### src/rtl/tscd_pkg.sv
/*
 * Package for the task status and call depth block: register offsets, field positions,
 * reset values and the call depth field encodings.
 * Assumes a 32-bit AHB-Lite register bus with word-aligned registers.
 */
package tscd_pkg;
   // Register byte offsets on the bus.
   localparam logic [7:0] OFF_PSW      = 8'h00;
   localparam logic [7:0] OFF_ISP      = 8'h04;
   localparam logic [7:0] OFF_IRQ_STAT = 8'h08;
   localparam logic [7:0] OFF_IRQ_MASK = 8'h0c;
   localparam logic [7:0] OFF_DEPTH    = 8'h10;

   // Status word field positions.
   localparam int unsigned POS_STACK_SEL = 9;
   localparam int unsigned POS_GW        = 8;
   localparam int unsigned POS_CDE       = 7;
   localparam int unsigned CDC_W         = 7;

   // Status word reset value and writable bits.
   localparam logic [31:0] PSW_RESET = 32'h0000_0b80;
   localparam logic [31:0] PSW_WMASK = 32'hff00_7fff;
   localparam logic [31:0] ISP_RESET = 32'h0000_0000;

   // Call depth field with every bit set: counting disabled.
   localparam logic [6:0] CDC_ALL_ONES = 7'h7f;

   // Interrupt status bit positions.
   localparam int unsigned IRQ_OVF   = 0;
   localparam int unsigned IRQ_UNDF  = 1;
   localparam int unsigned IRQ_GWBLK = 2;
   localparam int unsigned IRQ_W     = 3;
endpackage : tscd_pkg

### src/rtl/tscd_core.sv
/*
 * Task status, global-register write guard and call depth counter of a core.
 * Registers sit on an AHB-Lite slave; the pipeline drives call, return,
 * interrupt-accept and global-register write strobes as one-cycle pulses.
 */
// Our own choices: the register addresses and the AHB-Lite interface to the registers.
`timescale 1ns/10ps
`default_nettype none
// Notes on behaviour
// - Interrupt with stack select 0 loads stack pointer from interrupt stack pointer.
// - Interrupt with stack select 1 leaves the stack pointer alone.
// - Write permit 0 blocks writes to global address registers 0,1,8,9.
// - Write permit 1 lets writes to those global registers through.
// - Count enable 0 suspends counting; the next call sets it back to 1.
// - Count enable 1 counts unless the field encoding disables it.
// - All-ones depth field disables counting regardless of count enable.
// - Depth field is leading ones, a zero, then the count bits.
// - Active counting increments on call, decrements on return.
// - Prefix sets width 6 down to 0 bits; overflow raises a trap.
module tscd_core
   import tscd_pkg::*;
(
   input  wire logic        hclk,
   input  wire logic        hresetn,
   input  wire logic        hsel,
   input  wire logic [31:0] haddr,
   input  wire logic [1:0]  htrans,
   input  wire logic        hwrite,
   input  wire logic [2:0]  hsize,
   input  wire logic [31:0] hwdata,
   input  wire logic        hready,
   output logic      [31:0] hrdata,
   output logic             hreadyout,
   output logic             hresp,
   input  wire logic        call_exec,
   input  wire logic        ret_exec,
   input  wire logic        irq_accept,
   input  wire logic [31:0] cur_sp,
   input  wire logic        garw_req,
   input  wire logic [3:0]  garw_idx,
   output logic             sp_load_ff,
   output logic      [31:0] sp_value_ff,
   output logic             garw_grant_ff,
   output logic             depth_trap_ff,
   output logic             irq_ff
);
   logic [31:0] psw_ff;
   logic [31:0] isp_ff;
   logic [IRQ_W-1:0] stat_ff;
   logic [IRQ_W-1:0] mask_ff;
   logic        dwr_ff;
   logic [7:0]  daddr_ff;
   logic [31:0] nxt_hrdata;
   logic [6:0]  cdc_next;
   logic        ovf;
   logic        undf;
   logic        counting;
   logic        global_idx;
   logic        gw_block;
   logic        do_call;
   logic        do_ret;
   logic [IRQ_W-1:0] events;

   // Counting needs the enable bit and a field that is not all ones.
   assign counting = psw_ff[POS_CDE] &&
                     (psw_ff[CDC_W-1:0] != CDC_ALL_ONES);
   assign do_call  = call_exec && counting;
   assign do_ret   = ret_exec && counting && !call_exec;

   tscd_cdc_step u_step (
      .cdc_in    (psw_ff[CDC_W-1:0]),
      .do_call   (do_call),
      .do_ret    (do_ret),
      .cdc_out   (cdc_next),
      .overflow  (ovf),
      .underflow (undf)
   );

   // Only registers 0, 1, 8 and 9 are guarded.
   assign global_idx = (garw_idx == 4'h0) || (garw_idx == 4'h1) ||
                       (garw_idx == 4'h8) || (garw_idx == 4'h9);
   assign gw_block   = garw_req && global_idx && !psw_ff[POS_GW];

   assign events = {gw_block, undf, ovf};

   // Bus address phase is captured; the slave always answers with no wait states.
   always_ff @(posedge hclk or negedge hresetn) begin
      if (!hresetn) begin
         dwr_ff   <= 1'b0;
         daddr_ff <= 8'h00;
      end else if (hready) begin
         dwr_ff   <= hsel && htrans[1] && hwrite;
         daddr_ff <= haddr[7:0];
      end
   end

   assign hreadyout = 1'b1;
   assign hresp     = 1'b0;

   // Read data mux; unmapped offsets read zero.
   always_comb begin
      nxt_hrdata = 32'h0000_0000;
      unique case (haddr[7:0])
         OFF_PSW:      nxt_hrdata = psw_ff;
         OFF_ISP:      nxt_hrdata = isp_ff;
         OFF_IRQ_STAT: nxt_hrdata = {29'h0, stat_ff};
         OFF_IRQ_MASK: nxt_hrdata = {29'h0, mask_ff};
         OFF_DEPTH:    nxt_hrdata = {31'h0, counting};
         default:      nxt_hrdata = 32'h0000_0000;
      endcase
   end

   // Read data is registered at the address phase so the data phase sees it.
   always_ff @(posedge hclk or negedge hresetn) begin
      if (!hresetn) begin
         hrdata <= 32'h0000_0000;
      end else if (hready && hsel && htrans[1] && !hwrite) begin
         hrdata <= nxt_hrdata;
      end
   end

   // Status word: software writes win over the pipeline in the same cycle,
   // except that reserved bits never change.
   always_ff @(posedge hclk or negedge hresetn) begin
      if (!hresetn) begin
         psw_ff <= PSW_RESET;
      end else if (dwr_ff && daddr_ff == OFF_PSW) begin
         psw_ff <= hwdata & PSW_WMASK;
      end else begin
         if (do_call || do_ret) begin
            psw_ff[CDC_W-1:0] <= cdc_next;
         end
         if (call_exec && !psw_ff[POS_CDE]) begin
            psw_ff[POS_CDE] <= 1'b1;
         end
      end
   end

   always_ff @(posedge hclk or negedge hresetn) begin
      if (!hresetn) begin
         isp_ff <= ISP_RESET;
      end else if (dwr_ff && daddr_ff == OFF_ISP) begin
         isp_ff <= hwdata;
      end
   end

   // Interrupt entry chooses the stack source for the service routine.
   always_ff @(posedge hclk or negedge hresetn) begin
      if (!hresetn) begin
         sp_load_ff  <= 1'b0;
         sp_value_ff <= 32'h0000_0000;
      end else begin
         sp_load_ff <= irq_accept;
         if (irq_accept) begin
            sp_value_ff <= psw_ff[POS_STACK_SEL] ? cur_sp
                                                 : isp_ff;
         end
      end
   end

   // Grant follows the request one cycle later.
   always_ff @(posedge hclk or negedge hresetn) begin
      if (!hresetn) begin
         garw_grant_ff <= 1'b0;
         depth_trap_ff <= 1'b0;
      end else begin
         garw_grant_ff <= garw_req && (!global_idx || psw_ff[POS_GW]);
         depth_trap_ff <= ovf;
      end
   end

   // Sticky status: a new event beats a write-one clear in the same cycle.
   always_ff @(posedge hclk or negedge hresetn) begin
      if (!hresetn) begin
         stat_ff <= 3'h0;
      end else if (dwr_ff && daddr_ff == OFF_IRQ_STAT) begin
         stat_ff <= (stat_ff & ~hwdata[IRQ_W-1:0]) | events;
      end else begin
         stat_ff <= stat_ff | events;
      end
   end

   always_ff @(posedge hclk or negedge hresetn) begin
      if (!hresetn) begin
         mask_ff <= 3'h0;
      end else if (dwr_ff && daddr_ff == OFF_IRQ_MASK) begin
         mask_ff <= hwdata[IRQ_W-1:0];
      end
   end

   // Registered interrupt line lags the status by one cycle.
   always_ff @(posedge hclk or negedge hresetn) begin
      if (!hresetn) begin
         irq_ff <= 1'b0;
      end else begin
         irq_ff <= |(stat_ff & mask_ff);
      end
   end
endmodule : tscd_core
`default_nettype wire

### src/rtl/tscd_cdc_step.sv
/*
 * Call depth counter step: decodes the seven-bit prefix field and applies
 * one call or one return to the count subfield.
 * Assumes call and return are never both high; the caller gates enables.
 */
`timescale 1ns/10ps
`default_nettype none
module tscd_cdc_step
   import tscd_pkg::*;
(
   input  wire logic [6:0] cdc_in,
   input  wire logic       do_call,
   input  wire logic       do_ret,
   output logic      [6:0] cdc_out,
   output logic            overflow,
   output logic            underflow
);
   logic [6:0] cmask;
   logic [6:0] cnt;
   logic [6:0] cmax;

   // Count width is found by the first zero from the top; bits below it count.
   always_comb begin
      cmask = 7'h00;
      for (int i = 6; i >= 0; i--) begin
         if (cdc_in[i] == 1'b0 && cmask == 7'h00) begin
            cmask = 7'((32'h1 << i) - 1);
         end
      end
   end

   always_comb begin
      cnt       = cdc_in & cmask;
      cmax      = cmask;
      cdc_out   = cdc_in;
      overflow  = 1'b0;
      underflow = 1'b0;
      if (do_call) begin
         // Overflow wraps the count to zero and flags the trap.
         if (cnt == cmax) begin
            overflow = 1'b1;
            cdc_out  = cdc_in & ~cmask;
         end else begin
            cdc_out = (cdc_in & ~cmask) | (7'(cnt + 7'h01) & cmask);
         end
      end else if (do_ret) begin
         if (cnt == 7'h00) begin
            underflow = 1'b1;
            cdc_out   = cdc_in | cmask;
         end else begin
            cdc_out = (cdc_in & ~cmask) | (7'(cnt - 7'h01) & cmask);
         end
      end
   end
endmodule : tscd_cdc_step
`default_nettype wire

### config.mk
export PLATFORM = sky130hd
export DESIGN_NAME = tscd_core
export DESIGN_NICKNAME = d
export VERILOG_FILES = /design/src/rtl/tscd_pkg.sv /design/src/rtl/tscd_core.sv /design/src/rtl/tscd_cdc_step.sv
export SDC_FILE = /design/constraint.sdc
export NUM_CORES = 1
export LEC_CHECK = 0
export BUFFER_PORTS_ARGS = -buffer_cell sky130_fd_sc_hd__buf_4
export CORE_AREA = 2 2 102 124
export DETAILED_ROUTE_END_ITERATION = 6
export DIE_AREA = 0 0 104 126
export PLACE_DENSITY = 0.84
export SETUP_SLACK_MARGIN = 0.02
export SLEW_MARGIN = 0
export SYNTH_ARGS = -nofsm -noshare
export SYNTH_HDL_FRONTEND = slang
export SYNTH_HIERARCHICAL = 1
export SYNTH_SLANG_ARGS = --single-unit
### constraint.sdc
create_clock -name hclk -period 6.55 [get_ports hclk]
set_clock_uncertainty 0.1 [all_clocks]
set_input_delay 0.655 -clock hclk [delete_from_list [all_inputs] [get_ports hclk]]
set_output_delay 0.655 -clock hclk [all_outputs]
set_load 0.05 [all_outputs]
==> results.sh, run 1 <==
export IMPL_seqCellArea_sq_um=3460
export IMPL_syn_instance_count=571
export IMPL_finalSetupViolCount=0
export IMPL_fillers=864
export IMPL_synth_nets=690
export IMPL_place_congestion=0.893
export IMPL_hold_worst_slack_ns=0.0709
export IMPL_cts_buffers=17
export IMPL_cts_resized=0
export IMPL_grt_pass1_wl_microns=27300
export IMPL_synth_seq_cells=138
export IMPL_post_cts_setup_buffers=0
export IMPL_grt_setup_unrepaired="no"
export IMPL_htree_num_levels=4
export IMPL_die_w_microns=104
export IMPL_cts_path_max_buffers=2
export IMPL_clock_latency_ns=0.41
export IMPL_synth_top_area_cell="dfrtp_1"
export IMPL_drt_iter0_drc=226
export IMPL_drv_slew=0
export IMPL_irDropWorstVdd_v=0.000208
export IMPL_critPathArrivalTime_ns=3.57
export IMPL_ys_top_cells_by_area="dfrtp_1, mux2_2, mux2i_1"
export IMPL_drc=0
export IMPL_hold_viol_final=0
export IMPL_power_density_nw_per_um2=293
export IMPL_clkTransAtPathRegs_ns=0.07
export IMPL_antenna_found_initial=0
export IMPL_synth_main_ff_cell="dfrtp_1"
export IMPL_async_flop_share_pct=100
export IMPL_final_nets=826
export IMPL_grt_pass1_vias=5293
export IMPL_hold_class="primary input to async pin"
export IMPL_yosysSeqAreaShare_pct=52.1
export IMPL_io_buffers=151
export IMPL_synth_edf_count=0
export IMPL_start_util_pct=55.9
export IMPL_status="finished clean"
export IMPL_grt_max_degree=88
export IMPL_vias_per_cell=5.70
export IMPL_layout_commonest_cell="buf_4"
export IMPL_clock_sinks=138
export IMPL_dr_pass1_iters=6
export IMPL_worst_ep_required_time_ns=6.76
export IMPL_period_share_pct=51.3
export IMPL_tightest_slew_ns=1.11
export IMPL_cts_root_buf="clkbuf_16"
export IMPL_drt_wl_total_microns=16800
export IMPL_die_area_sq_um=13100
export IMPL_crit_fanout=21
export IMPL_yosysUniqueCellTypes=66
export IMPL_wl_per_cell_microns=19.1
export IMPL_p_total_uw=2460
export IMPL_grt_ovfl_total=0
export IMPL_leakage_uw=0.00396
export IMPL_syn_area_sq_um=6640
export IMPL_syn_area_per_cell_sq_um=11.6
export IMPL_slew_headroom_pct=26.3
export IMPL_io_pins=184
export IMPL_die_h_microns=126
export IMPL_synth_top_area_share_pct=50.5
export IMPL_ant_nets=0
export IMPL_setup_tns_ns=0
export IMPL_pre_cts_ws_ns=3.35
export IMPL_dp_hpwl_microns=11400
export IMPL_ys_warn_count=6
export IMPL_layout_drive_gt1_share_pct=40.7
export IMPL_startpoint_type="flop"
export IMPL_fin_crit_ns=3.36
export IMPL_cts_tree="yes"
export IMPL_end_kind="flop"
export IMPL_placed_area_sq_um=7810
export IMPL_layout_common_cells="buf_4, dfrtp_1, mux2_2, mux2i_1, nor2_1"
export IMPL_antenna_cells=0
export IMPL_maxCapViolations=0
export IMPL_fin_area_sq_um=8410
export IMPL_grt_use_total_pct=26.4
export IMPL_area_delta_synth_final_pct=26.5
export IMPL_coreArea_sq_um=11900
export IMPL_num_rows=44
export IMPL_worst_slack_ns=3.19
export IMPL_postCtsHoldBufs=0
export IMPL_max_freq_mhz=297
export IMPL_via_count=5025
export IMPL_critPathKind="flop to flop"
export IMPL_multiInputGateArea_sq_um=2940
registers in the layout, indices dropped and copies added (netlist names):
signal	cells
isp_ff	32
sp_load_ff	1
irq_ff	1
stat_ff	3
mask_ff	3
psw_ff	23
depth_trap_ff	1
daddr_ff	8
sp_value_ff	32
hrdata	32
dwr_ff	1
garw_grant_ff	1
cell usage after synthesis, types with 3 or more instances:
cell / instances
inv_1: 13
dfstp_2: 4
nand2_1: 41
nand4_1: 6
ha_1: 5
dfrtp_1: 134
nor2_1: 50
nor4b_1: 4
o21ai_0: 11
mux4_2: 3
buf_6: 3
buf_2: 10
buf_4: 7
mux2i_1: 53
nor3_1: 4
o21ai_2: 20
a21oi_1: 36
a22o_1: 10
clkbuf_1: 16
mux2_2: 67
a211oi_1: 3
nand3_1: 10
routing by layer:
| metal | part of all wire (%) | wire (microns) | GRT usage (%) | vias to the layer above |
|---|---|---|---|---|
| met4 | 2.1 | 352 | 9.46 | 0 |
| met1 | 39 | 6630 | 31.9 | 2478 |
| met2 | 51 | 8640 | 44.7 | 192 |
| li1 | - | - | - | 2330 |
| met5 | 0 | 0 | 0 | - |
| met3 | 7.1 | 1200 | 8.64 | 25 |
where the power goes:
group          switching (uW)  internal (uW)  total (uW)
combinational             260            218         477
clock                     390            570         960
sequential                114            912        1030
total                     764           1700        2460
cell families after synthesis:
family | Yosys count | synth area share [%]
AND/OR/NAND/NOR | 142 | 10.8
XOR/XNOR | 1 | 0.132
multiplexers | 123 | 20.4
adder cells (fa/ha/maj) | 7 | 1.24
AO/OA/AOI/OAI | 107 | 11.5
buffers and inverters | 51 | 3.80
flip-flops | 138 | 52.1
other | 2 | 0.113
final cells by class:
cell class	instances	share of cell area [%]
flip-flops and latches	138	41.1
clock inverters	14	1.95
well taps	161	2.40
inverters	13	0.581
multi-input cells	382	34.9
repair buffers	155	13.9
clock buffers	18	5.11
worst max-delay path, cell delays in order, from the launching register on:
cell and delay (ns):
dfrtp_1 0.75, nand4_1 0.40, nor2_1 0.25, inv_1 0.08
nand2_1 0.12, ha_1 0.24, nor4b_4 0.40, nor4b_1 0.12
o32ai_2 0.32, mux2_2 0.20, nor2_1 0.04, o21ai_0 0.23
per-stage QoR:
stage                     instances  util, %
after floorplan                 571        -
after global placement          849     65.7
after detailed placement        849     65.7
after CTS                       881     70.7
after global routing            881     70.7
final                           881     70.7
path summary, 6_finish.rpt:
kind                                       start                          end  slack (ns)  cells after the start
max                        psw_ff[3]$_DFFE_PN0P_        psw_ff[0]$_DFFE_PN0P_        3.19                     11
min                                      hresetn   sp_value_ff[0]$_DFFE_PN0P_        0.07                      1
max reg2reg                psw_ff[3]$_DFFE_PN0P_        psw_ff[0]$_DFFE_PN0P_        3.19                     11
min reg2reg                hrdata[7]$_DFFE_PN0P_        hrdata[7]$_DFFE_PN0P_        0.38                      2
max in group asynchronous                hresetn  sp_value_ff[13]$_DFFE_PN0P_        4.82                      2
min in group hclk                      hwdata[5]        psw_ff[5]$_DFFE_PN0P_        0.37                      3
(Power assumes the default switching activity.)
==> inputs of run 2 (changes only) <==
--- a/config.mk
+++ b/config.mk
@@ -6,10 +6,10 @@
 export NUM_CORES = 1
 export LEC_CHECK = 0
 export BUFFER_PORTS_ARGS = -buffer_cell sky130_fd_sc_hd__buf_4
-export CORE_AREA = 2 2 102 124
+export CORE_AREA = 2 2 111 134
 export DETAILED_ROUTE_END_ITERATION = 6
-export DIE_AREA = 0 0 104 126
-export PLACE_DENSITY = 0.84
+export DIE_AREA = 0 0 113 136
+export PLACE_DENSITY = 0.76
 export SETUP_SLACK_MARGIN = 0.02
 export SLEW_MARGIN = 0
 export SYNTH_ARGS = -nofsm -noshare
==> constraint.sdc (replaced) <==
create_clock -name hclk -period 2.9 [get_ports hclk]
set_clock_uncertainty 0.1 [all_clocks]
set_input_delay 0.29 -clock hclk [delete_from_list [all_inputs] [get_ports hclk]]
set_output_delay 0.29 -clock hclk [all_outputs]
set_load 0.05 [all_outputs]
==> run 2 against run 1 <==
The flow now finishes with violations (DRC). Die area is 17% higher. Critical endpoint is now psw_ff[4]$_DFFE_PN0P_. Critical path depth down 1. Worst setup slack worse by 3.0 ns. Via count rose by 2.9%. Sequential share of layout area fell by 1.6 points. Cell count up 5.4%. Global-route usage shrank 3.3 points. Count of clock-buffer cells in the layout is 1 lower. Clock power grew 130%. Power is 130% higher. Sequential power increased by 110%.
==> results.sh, run 2 (synthesis results as in run 1) <==
export IMPL_seqCellArea_sq_um=3460
export IMPL_vias_per_cell=5.57
export IMPL_dp_hpwl_microns=12300
export IMPL_area_delta_synth_final_pct=31.7
export IMPL_post_cts_setup_buffers=0
export IMPL_power_density_nw_per_um2=656
export IMPL_clock_latency_ns=0.41
export IMPL_fillers=1159
export IMPL_leakage_uw=0.00414
export IMPL_layout_commonest_cell="buf_4"
export IMPL_fin_crit_ns=2.69
export IMPL_setup_tns_ns=0
export IMPL_die_h_microns=136
export IMPL_maxCapViolations=0
export IMPL_startpoint_type="flop"
export IMPL_die_area_sq_um=15400
export IMPL_coreArea_sq_um=14200
export IMPL_crit_fanout=10
export IMPL_dr_max_layer_used="met4"
export IMPL_layout_drive_gt1_share_pct=42.7
export IMPL_grt_use_total_pct=23.1
export IMPL_status="finished, violations left"
export IMPL_worst_ep_required_time_ns=3.09
export IMPL_hold_viol_final=0
export IMPL_reg2reg_setup_slack_ns=0.21
export IMPL_r2r_cells=10
export IMPL_antenna_cells=0
export IMPL_critPathKind="flop to flop"
export IMPL_place_congestion=0.914
export IMPL_timing_rr_end="psw_ff[4]$_DFFE_PN0P_"
export IMPL_violations="DRC"
export IMPL_grt_pass1_vias=5444
export IMPL_grt_max_degree=66
export IMPL_multiInputGateArea_sq_um=2950
export IMPL_clock_sinks=138
export IMPL_top_regs="hrdata x32, isp_ff x32, sp_value_ff x32"
export IMPL_end_kind="flop"
export IMPL_met3_wirelength_microns=1230
export IMPL_regToRegStartpoint="psw_ff[4]$_DFFE_PN0P_"
export IMPL_dr_pass1_iters=7
export IMPL_cts_buffers=17
export IMPL_ant_nets=0
export IMPL_startpoint="psw_ff[4]$_DFFE_PN0P_"
export IMPL_wl_per_cell_microns=18.7
export IMPL_drc=9
export IMPL_worstPathCellList="buf_4 -> nand4_1 -> o21ai_1 -> nor3b_2 -> buf_4 -> nor3b_1 -> a221oi_1 -> a31oi_1 -> mux2_2 -> mux2_2"
export IMPL_crit_buf_inv=2
export IMPL_grt_ovfl_total=0
export IMPL_clkTransAtPathRegs_ns=0.06
export IMPL_slowest_delay_ns=0.46
export IMPL_cp_endpoint="psw_ff[4]$_DFFE_PN0P_"
export IMPL_slew_headroom_pct=55.6
export IMPL_drt_wl_total_microns=17400
export IMPL_cpMaxStageDelayCell="dfrtp_1"
export IMPL_layout_common_cells="buf_4, dfrtp_1, mux2_2, mux2i_1, nor2_1"
export IMPL_critPathArrivalTime_ns=2.88
export IMPL_wl_met1_microns=6620
export IMPL_num_rows=48
export IMPL_stdcell_count=929
export IMPL_die_w_microns=113
export IMPL_io_pins=184
export IMPL_cpLargestDelayFamily="compound AO/OA/AOI/OAI gates"
export IMPL_final_nets=860
export IMPL_start_util_pct=46.9
export IMPL_cts_tree="yes"
export IMPL_finalSetupViolCount=0
export IMPL_drv_slew=0
export IMPL_dp_cells=887
export IMPL_crit_cells=10
export IMPL_antenna_found_initial=0
export IMPL_max_freq_mhz=372
export IMPL_htree_num_levels=4
export IMPL_period_share_pct=92.8
export IMPL_irDropWorstVdd_v=0.000451
export IMPL_tightest_slew_ns=0.660
export IMPL_met2_length_microns=9200
export IMPL_drt_iter0_drc=242
export IMPL_cts_path_max_buffers=2
export IMPL_io_buffers=151
export IMPL_via_count=5173
export IMPL_grt_setup_unrepaired="yes"
export IMPL_hold_class="primary input to flop"
export IMPL_grt_pass1_wl_microns=27600
export IMPL_cts_root_buf="clkbuf_16"
## run 2: cell types whose count changed in the layout (fill, tap and decap cells not counted), sizes merged
cell / before / now
buf: 155 / 179
bufinv: 2 / 3
clkbuf: 18 / 17
clkinv: 4 / 6
dlygate4sd3: 0 / 10
inv: 18 / 16
## run 2: worst min path at each step
| stage | startpoint | end | slack [ns] | depth (start not counted) |
|---|---|---|---|---|
| 5_1_grt | hwdata[17] | isp_ff[17]$_DFFE_PN0P_ | 0.002 | 2 |
| 4_1_cts | hwdata[15] | isp_ff[15]$_DFFE_PN0P_ | 0.0003 | 2 |
| 3_3_place_gp | hresetn | hrdata[26]$_DFFE_PN0P_ | 0.17 | 1 |
| 2_1_floorplan | hresetn | daddr_ff[0]$_DFFE_PN0P_ | -0.11 | 0 |
| 6_report | hwdata[3] | psw_ff[3]$_DFFE_PN0P_ | 0.01 | 3 |
| 3_5_place_dp | hresetn | psw_ff[14]$_DFFE_PN0N_ | 0.18 | 1 |
## run 2: power breakdown
group,total (uW),switching [uW],internal (uW)
Combinational,1350,755,596
Clock,2190,838,1350
Sequential,2200,133,2070
## run 2: worst reg2reg max path, stage by stage, from the launching register on
cell      delay [ns]
dfrtp_1         0.46
buf_4           0.23
nand4_1         0.15
o21ai_1         0.33
nor3b_2         0.11
buf_4           0.17
nor3b_1         0.14
a221oi_1        0.30
a31oi_1         0.07
mux2_2          0.27
mux2_2          0.25
## run 2: area by class of cell
type / count / share of cell area [%]
clock buffers: 17 / 4.86
clock inverters: 15 / 1.97
inverters: 13 / 0.558
multi-input cells: 382 / 33.7
flip-flops and latches: 138 / 39.5
well taps: 175 / 2.50
repair buffers: 189 / 16.8
## run 2: stage by stage
step / util [%] / area, sq um / total power, uW / hold WS [ns] / worst slack [ns]
final: 61.7 / 8750 / 5740 / 0.0117 / 0.210
after global routing: 61.7 / 8750 / 5990 / 0.00220 / 0.0131
after CTS: 61.7 / 8740 / 5760 / 0.000299 / 0.0906
after detailed placement: 56.7 / 8040 / 3550 / 0.182 / 0.0561
after global placement: 56.7 / 8040 / 3520 / 0.171 / 0.202
after floorplan: - / 6640 / 3070 / -0.106 / 0.198
## run 2: layer usage
| metal | vias to the layer above | GRT usage, % |
|---|---|---|
| met5 | - | 0 |
| met4 | 0 | 8.47 |
| met3 | 27 | 7.18 |
| met2 | 170 | 40.9 |
| met1 | 2574 | 26.4 |
| li1 | 2402 | - |
## run 2: what timing repair did
item | CTS | global route
hold endpoints to repair | 60 | 0
gates resized for setup | 1 | 4
endpoints found under the setup margin | 1 | 5
pin swaps | 0 | 1
hold buffers | 10 | 0
==> inputs of run 3 (changes only) <==
--- a/config.mk
+++ b/config.mk
@@ -5,11 +5,12 @@
 export SDC_FILE = /design/constraint.sdc
 export NUM_CORES = 1
 export LEC_CHECK = 0
+export ABC_AREA = 1
 export BUFFER_PORTS_ARGS = -buffer_cell sky130_fd_sc_hd__buf_4
-export CORE_AREA = 2 2 111 134
+export CORE_AREA = 2 2 114 138
 export DETAILED_ROUTE_END_ITERATION = 6
-export DIE_AREA = 0 0 113 136
-export PLACE_DENSITY = 0.76
+export DIE_AREA = 0 0 116 140
+export PLACE_DENSITY = 0.75
 export SETUP_SLACK_MARGIN = 0.02
 export SLEW_MARGIN = 0
 export SYNTH_ARGS = -nofsm -noshare
==> run 3 against run 2 <==
The flow now finishes without violations. Flip-flop and latch count unchanged. Non-clock buffer count decreased by 23. Die area increased by 5.7%. Cell count increased by 34%. Via count increased by 23%. Largest power group unchanged. Fmax increased by 11%. First-iteration DRC count increased by 120%. Critical path type unchanged.
==> results.sh, run 3 <==
export IMPL_synth_most_common_cell="nand2_1"
export IMPL_ys_top_cells_by_area="dfrtp_1, nand2_1, nand3_1"
export IMPL_slew_headroom_pct=29.0
export IMPL_top_regs="hrdata x32, isp_ff x32, sp_value_ff x32"
export IMPL_yosysSeqAreaShare_pct=49.2
export IMPL_clkTransAtPathRegs_ns=0.06
export IMPL_cts_path_max_buffers=2
export IMPL_post_cts_setup_buffers=0
export IMPL_dr_pass1_iters=5
export IMPL_irDropWorstVdd_v=0.000413
export IMPL_ant_nets=0
export IMPL_io_pins=184
export IMPL_die_area_sq_um=16200
export IMPL_drt_iter0_drc=531
export IMPL_syn_area_sq_um=7030
export IMPL_leakage_uw=0.00476
export IMPL_critPathArrivalTime_ns=2.68
export IMPL_end_kind="flop"
export IMPL_antenna_cells=0
export IMPL_synth_common_cells="nand2_1, dfrtp_1, inv_1, nor2_1, nand3_1"
export IMPL_dp_hpwl_microns=12900
export IMPL_vias_per_cell=5.12
export IMPL_synth_xor_xnor_area_share_pct=0.249
export IMPL_regToRegStartpoint="psw_ff[5]$_DFFE_PN0P_"
export IMPL_start_util_pct=47.4
export IMPL_layout_commonest_cell="nand2_1"
export IMPL_coreArea_sq_um=14800
export IMPL_synth_edf_count=0
export IMPL_drv_slew=0
export IMPL_die_w_microns=116
export IMPL_period_share_pct=83.8
export IMPL_tightest_slew_ns=1.06
export IMPL_num_rows=49
export IMPL_postCtsHoldBufs=3
export IMPL_grt_max_degree=77
export IMPL_synth_fa_ha_area_share_pct=0.890
export IMPL_hold_class="primary input to flop"
export IMPL_synthMuxAreaShare_pct=0.338
export IMPL_clock_latency_ns=0.41
export IMPL_multiInputGateArea_sq_um=2980
export IMPL_cts_root_buf="clkbuf_16"
export IMPL_grt_ovfl_total=0
export IMPL_place_congestion=0.916
export IMPL_layout_common_cells="nand2_1, buf_4, dfrtp_1, inv_1, nor2_1"
export IMPL_cts_buffers=17
export IMPL_fillers=1364
export IMPL_async_flop_share_pct=100
export IMPL_seqCellArea_sq_um=3460
export IMPL_synth_top_family_by_area="simple AND/OR/NAND/NOR gates"
export IMPL_cts_tree="yes"
export IMPL_drt_wl_total_microns=18800
export IMPL_synth_top_area_cell="dfrtp_1"
export IMPL_max_freq_mhz=411
export IMPL_power_density_nw_per_um2=655
export IMPL_fin_crit_ns=2.43
export IMPL_synth_nets=1008
export IMPL_finalSetupViolCount=0
export IMPL_startpoint="psw_ff[5]$_DFFE_PN0P_"
export IMPL_p_total_uw=5840
export IMPL_postLayoutCoreUtil_pct=60.0
export IMPL_stdcell_count=1246
export IMPL_dp_cells=1212
export IMPL_via_count=6376
export IMPL_synth_seq_cells=138
export IMPL_ys_warn_count=6
export IMPL_area_delta_synth_final_pct=26.8
export IMPL_io_buffers=151
export IMPL_clock_sinks=138
export IMPL_maxCapViolations=0
export IMPL_final_nets=1149
export IMPL_worst_ep_required_time_ns=3.15
export IMPL_hold_viol_final=0
export IMPL_die_h_microns=140
export IMPL_grt_pass1_wl_microns=30600
export IMPL_wl_per_cell_microns=15.1
export IMPL_grt_setup_unrepaired="no"
export IMPL_yosysUniqueCellTypes=42
export IMPL_setup_tns_ns=0
export IMPL_min_from="haddr[5]"
export IMPL_startpoint_type="flop"
export IMPL_antenna_found_initial=0
export IMPL_crit_fanout=10
export IMPL_critPathKind="flop to flop"
export IMPL_fin_area_sq_um=8910
export IMPL_syn_area_per_cell_sq_um=7.90
export IMPL_syn_instance_count=889
export IMPL_status="finished clean"
export IMPL_grt_pass1_vias=6055
export IMPL_synth_compound_area_share_pct=11.4
export IMPL_synth_main_ff_cell="dfrtp_1"
export IMPL_yosys_area_share_simple_pct=29.4
export IMPL_grt_use_total_pct=24.0
export IMPL_htree_num_levels=4
export IMPL_layout_drive_gt1_share_pct=24.7
export IMPL_reg2reg_setup_slack_ns=0.47
export IMPL_cts_resized=0
export IMPL_drc=0
export IMPL_synth_top_area_share_pct=47.7
export IMPL_placed_area_sq_um=8270
-- run 3: cell count changes after synthesis, moves of 27 or more --
cell	change
mux2i_1	-52
a31oi_1	+31
a21oi_1	-27
o21ai_1	+27
nand2_1	+269
nand3_1	+50
mux2_2	-67
inv_1	+63
-- run 3: routing by layer --
layer	global-route usage (%)	up-vias	share of wire [%]
li1	-	3127	-
met5	0	-	0
met3	5.41	16	6.0
met1	31.0	3021	43
met4	5.14	0	0.91
met2	41.1	212	50
-- run 3: final cells by class --
cell class	instances	share of cell area, %
Clock buffer	20	5.24
Sequential cell	138	38.8
Tap cell	204	2.87
Inverter	88	3.71
Multi-Input combinational cell	619	33.5
Clock inverter	11	1.62
Timing Repair Buffer	166	14.3
-- run 3: power breakdown --
part	leakage (uW)	internal, uW	switching, uW
Clock	0.000302	1410	811
Sequential	0.00158	2120	190
Combinational	0.00288	451	846
Total	0.00476	3990	1850
-- run 3: cells by family (layout without fill, tap and decap cells) --
family	after synthesis	after routing
compound gates	125	125
xor+xnor	2	2
fa+ha+maj	5	5
buf+inv	132	285
flops	138	138
mux	2	2
other cells	2	2
simple gates	483	483
-- run 3: worst max-delay path, stage by stage, from the launching register on --
cell,delay (ns)
dfrtp_1,0.55
nand2_2,0.21
nor2_4,0.16
nand4_2,0.14
nand2_2,0.19
inv_1,0.06
ha_1,0.20
nand2_1,0.07
nor2_1,0.06
nand3_1,0.08
xor2_1,0.15
nand3_1,0.10
nand2_1,0.07
nand2_1,0.05
nand2_1,0.07
nand2_1,0.04
nand2_1,0.05
-- run 3: path summary, 6_finish.rpt --
check | endpoint | cells past startpoint
max | psw_ff[4]$_DFFE_PN0P_ | 16
min | daddr_ff[5]$_DFFE_PN0P_ | 3
max reg2reg | psw_ff[4]$_DFFE_PN0P_ | 16
min reg2reg | psw_ff[11]$_DFFE_PN1N_ | 2
max in group asynchronous | psw_ff[8]$_DFFE_PN1N_ | 3
min in group asynchronous | sp_value_ff[27]$_DFFE_PN0P_ | 2
-- run 3: stage by stage --
stage,worst slack [ns],hold slack (ns)
final,0.469,0.00620
after global routing,0.166,0.0181
after CTS,0.507,0.00242
after detailed placement,0.529,0.270
after global placement,0.553,0.269
after floorplan,0.807,-0.106
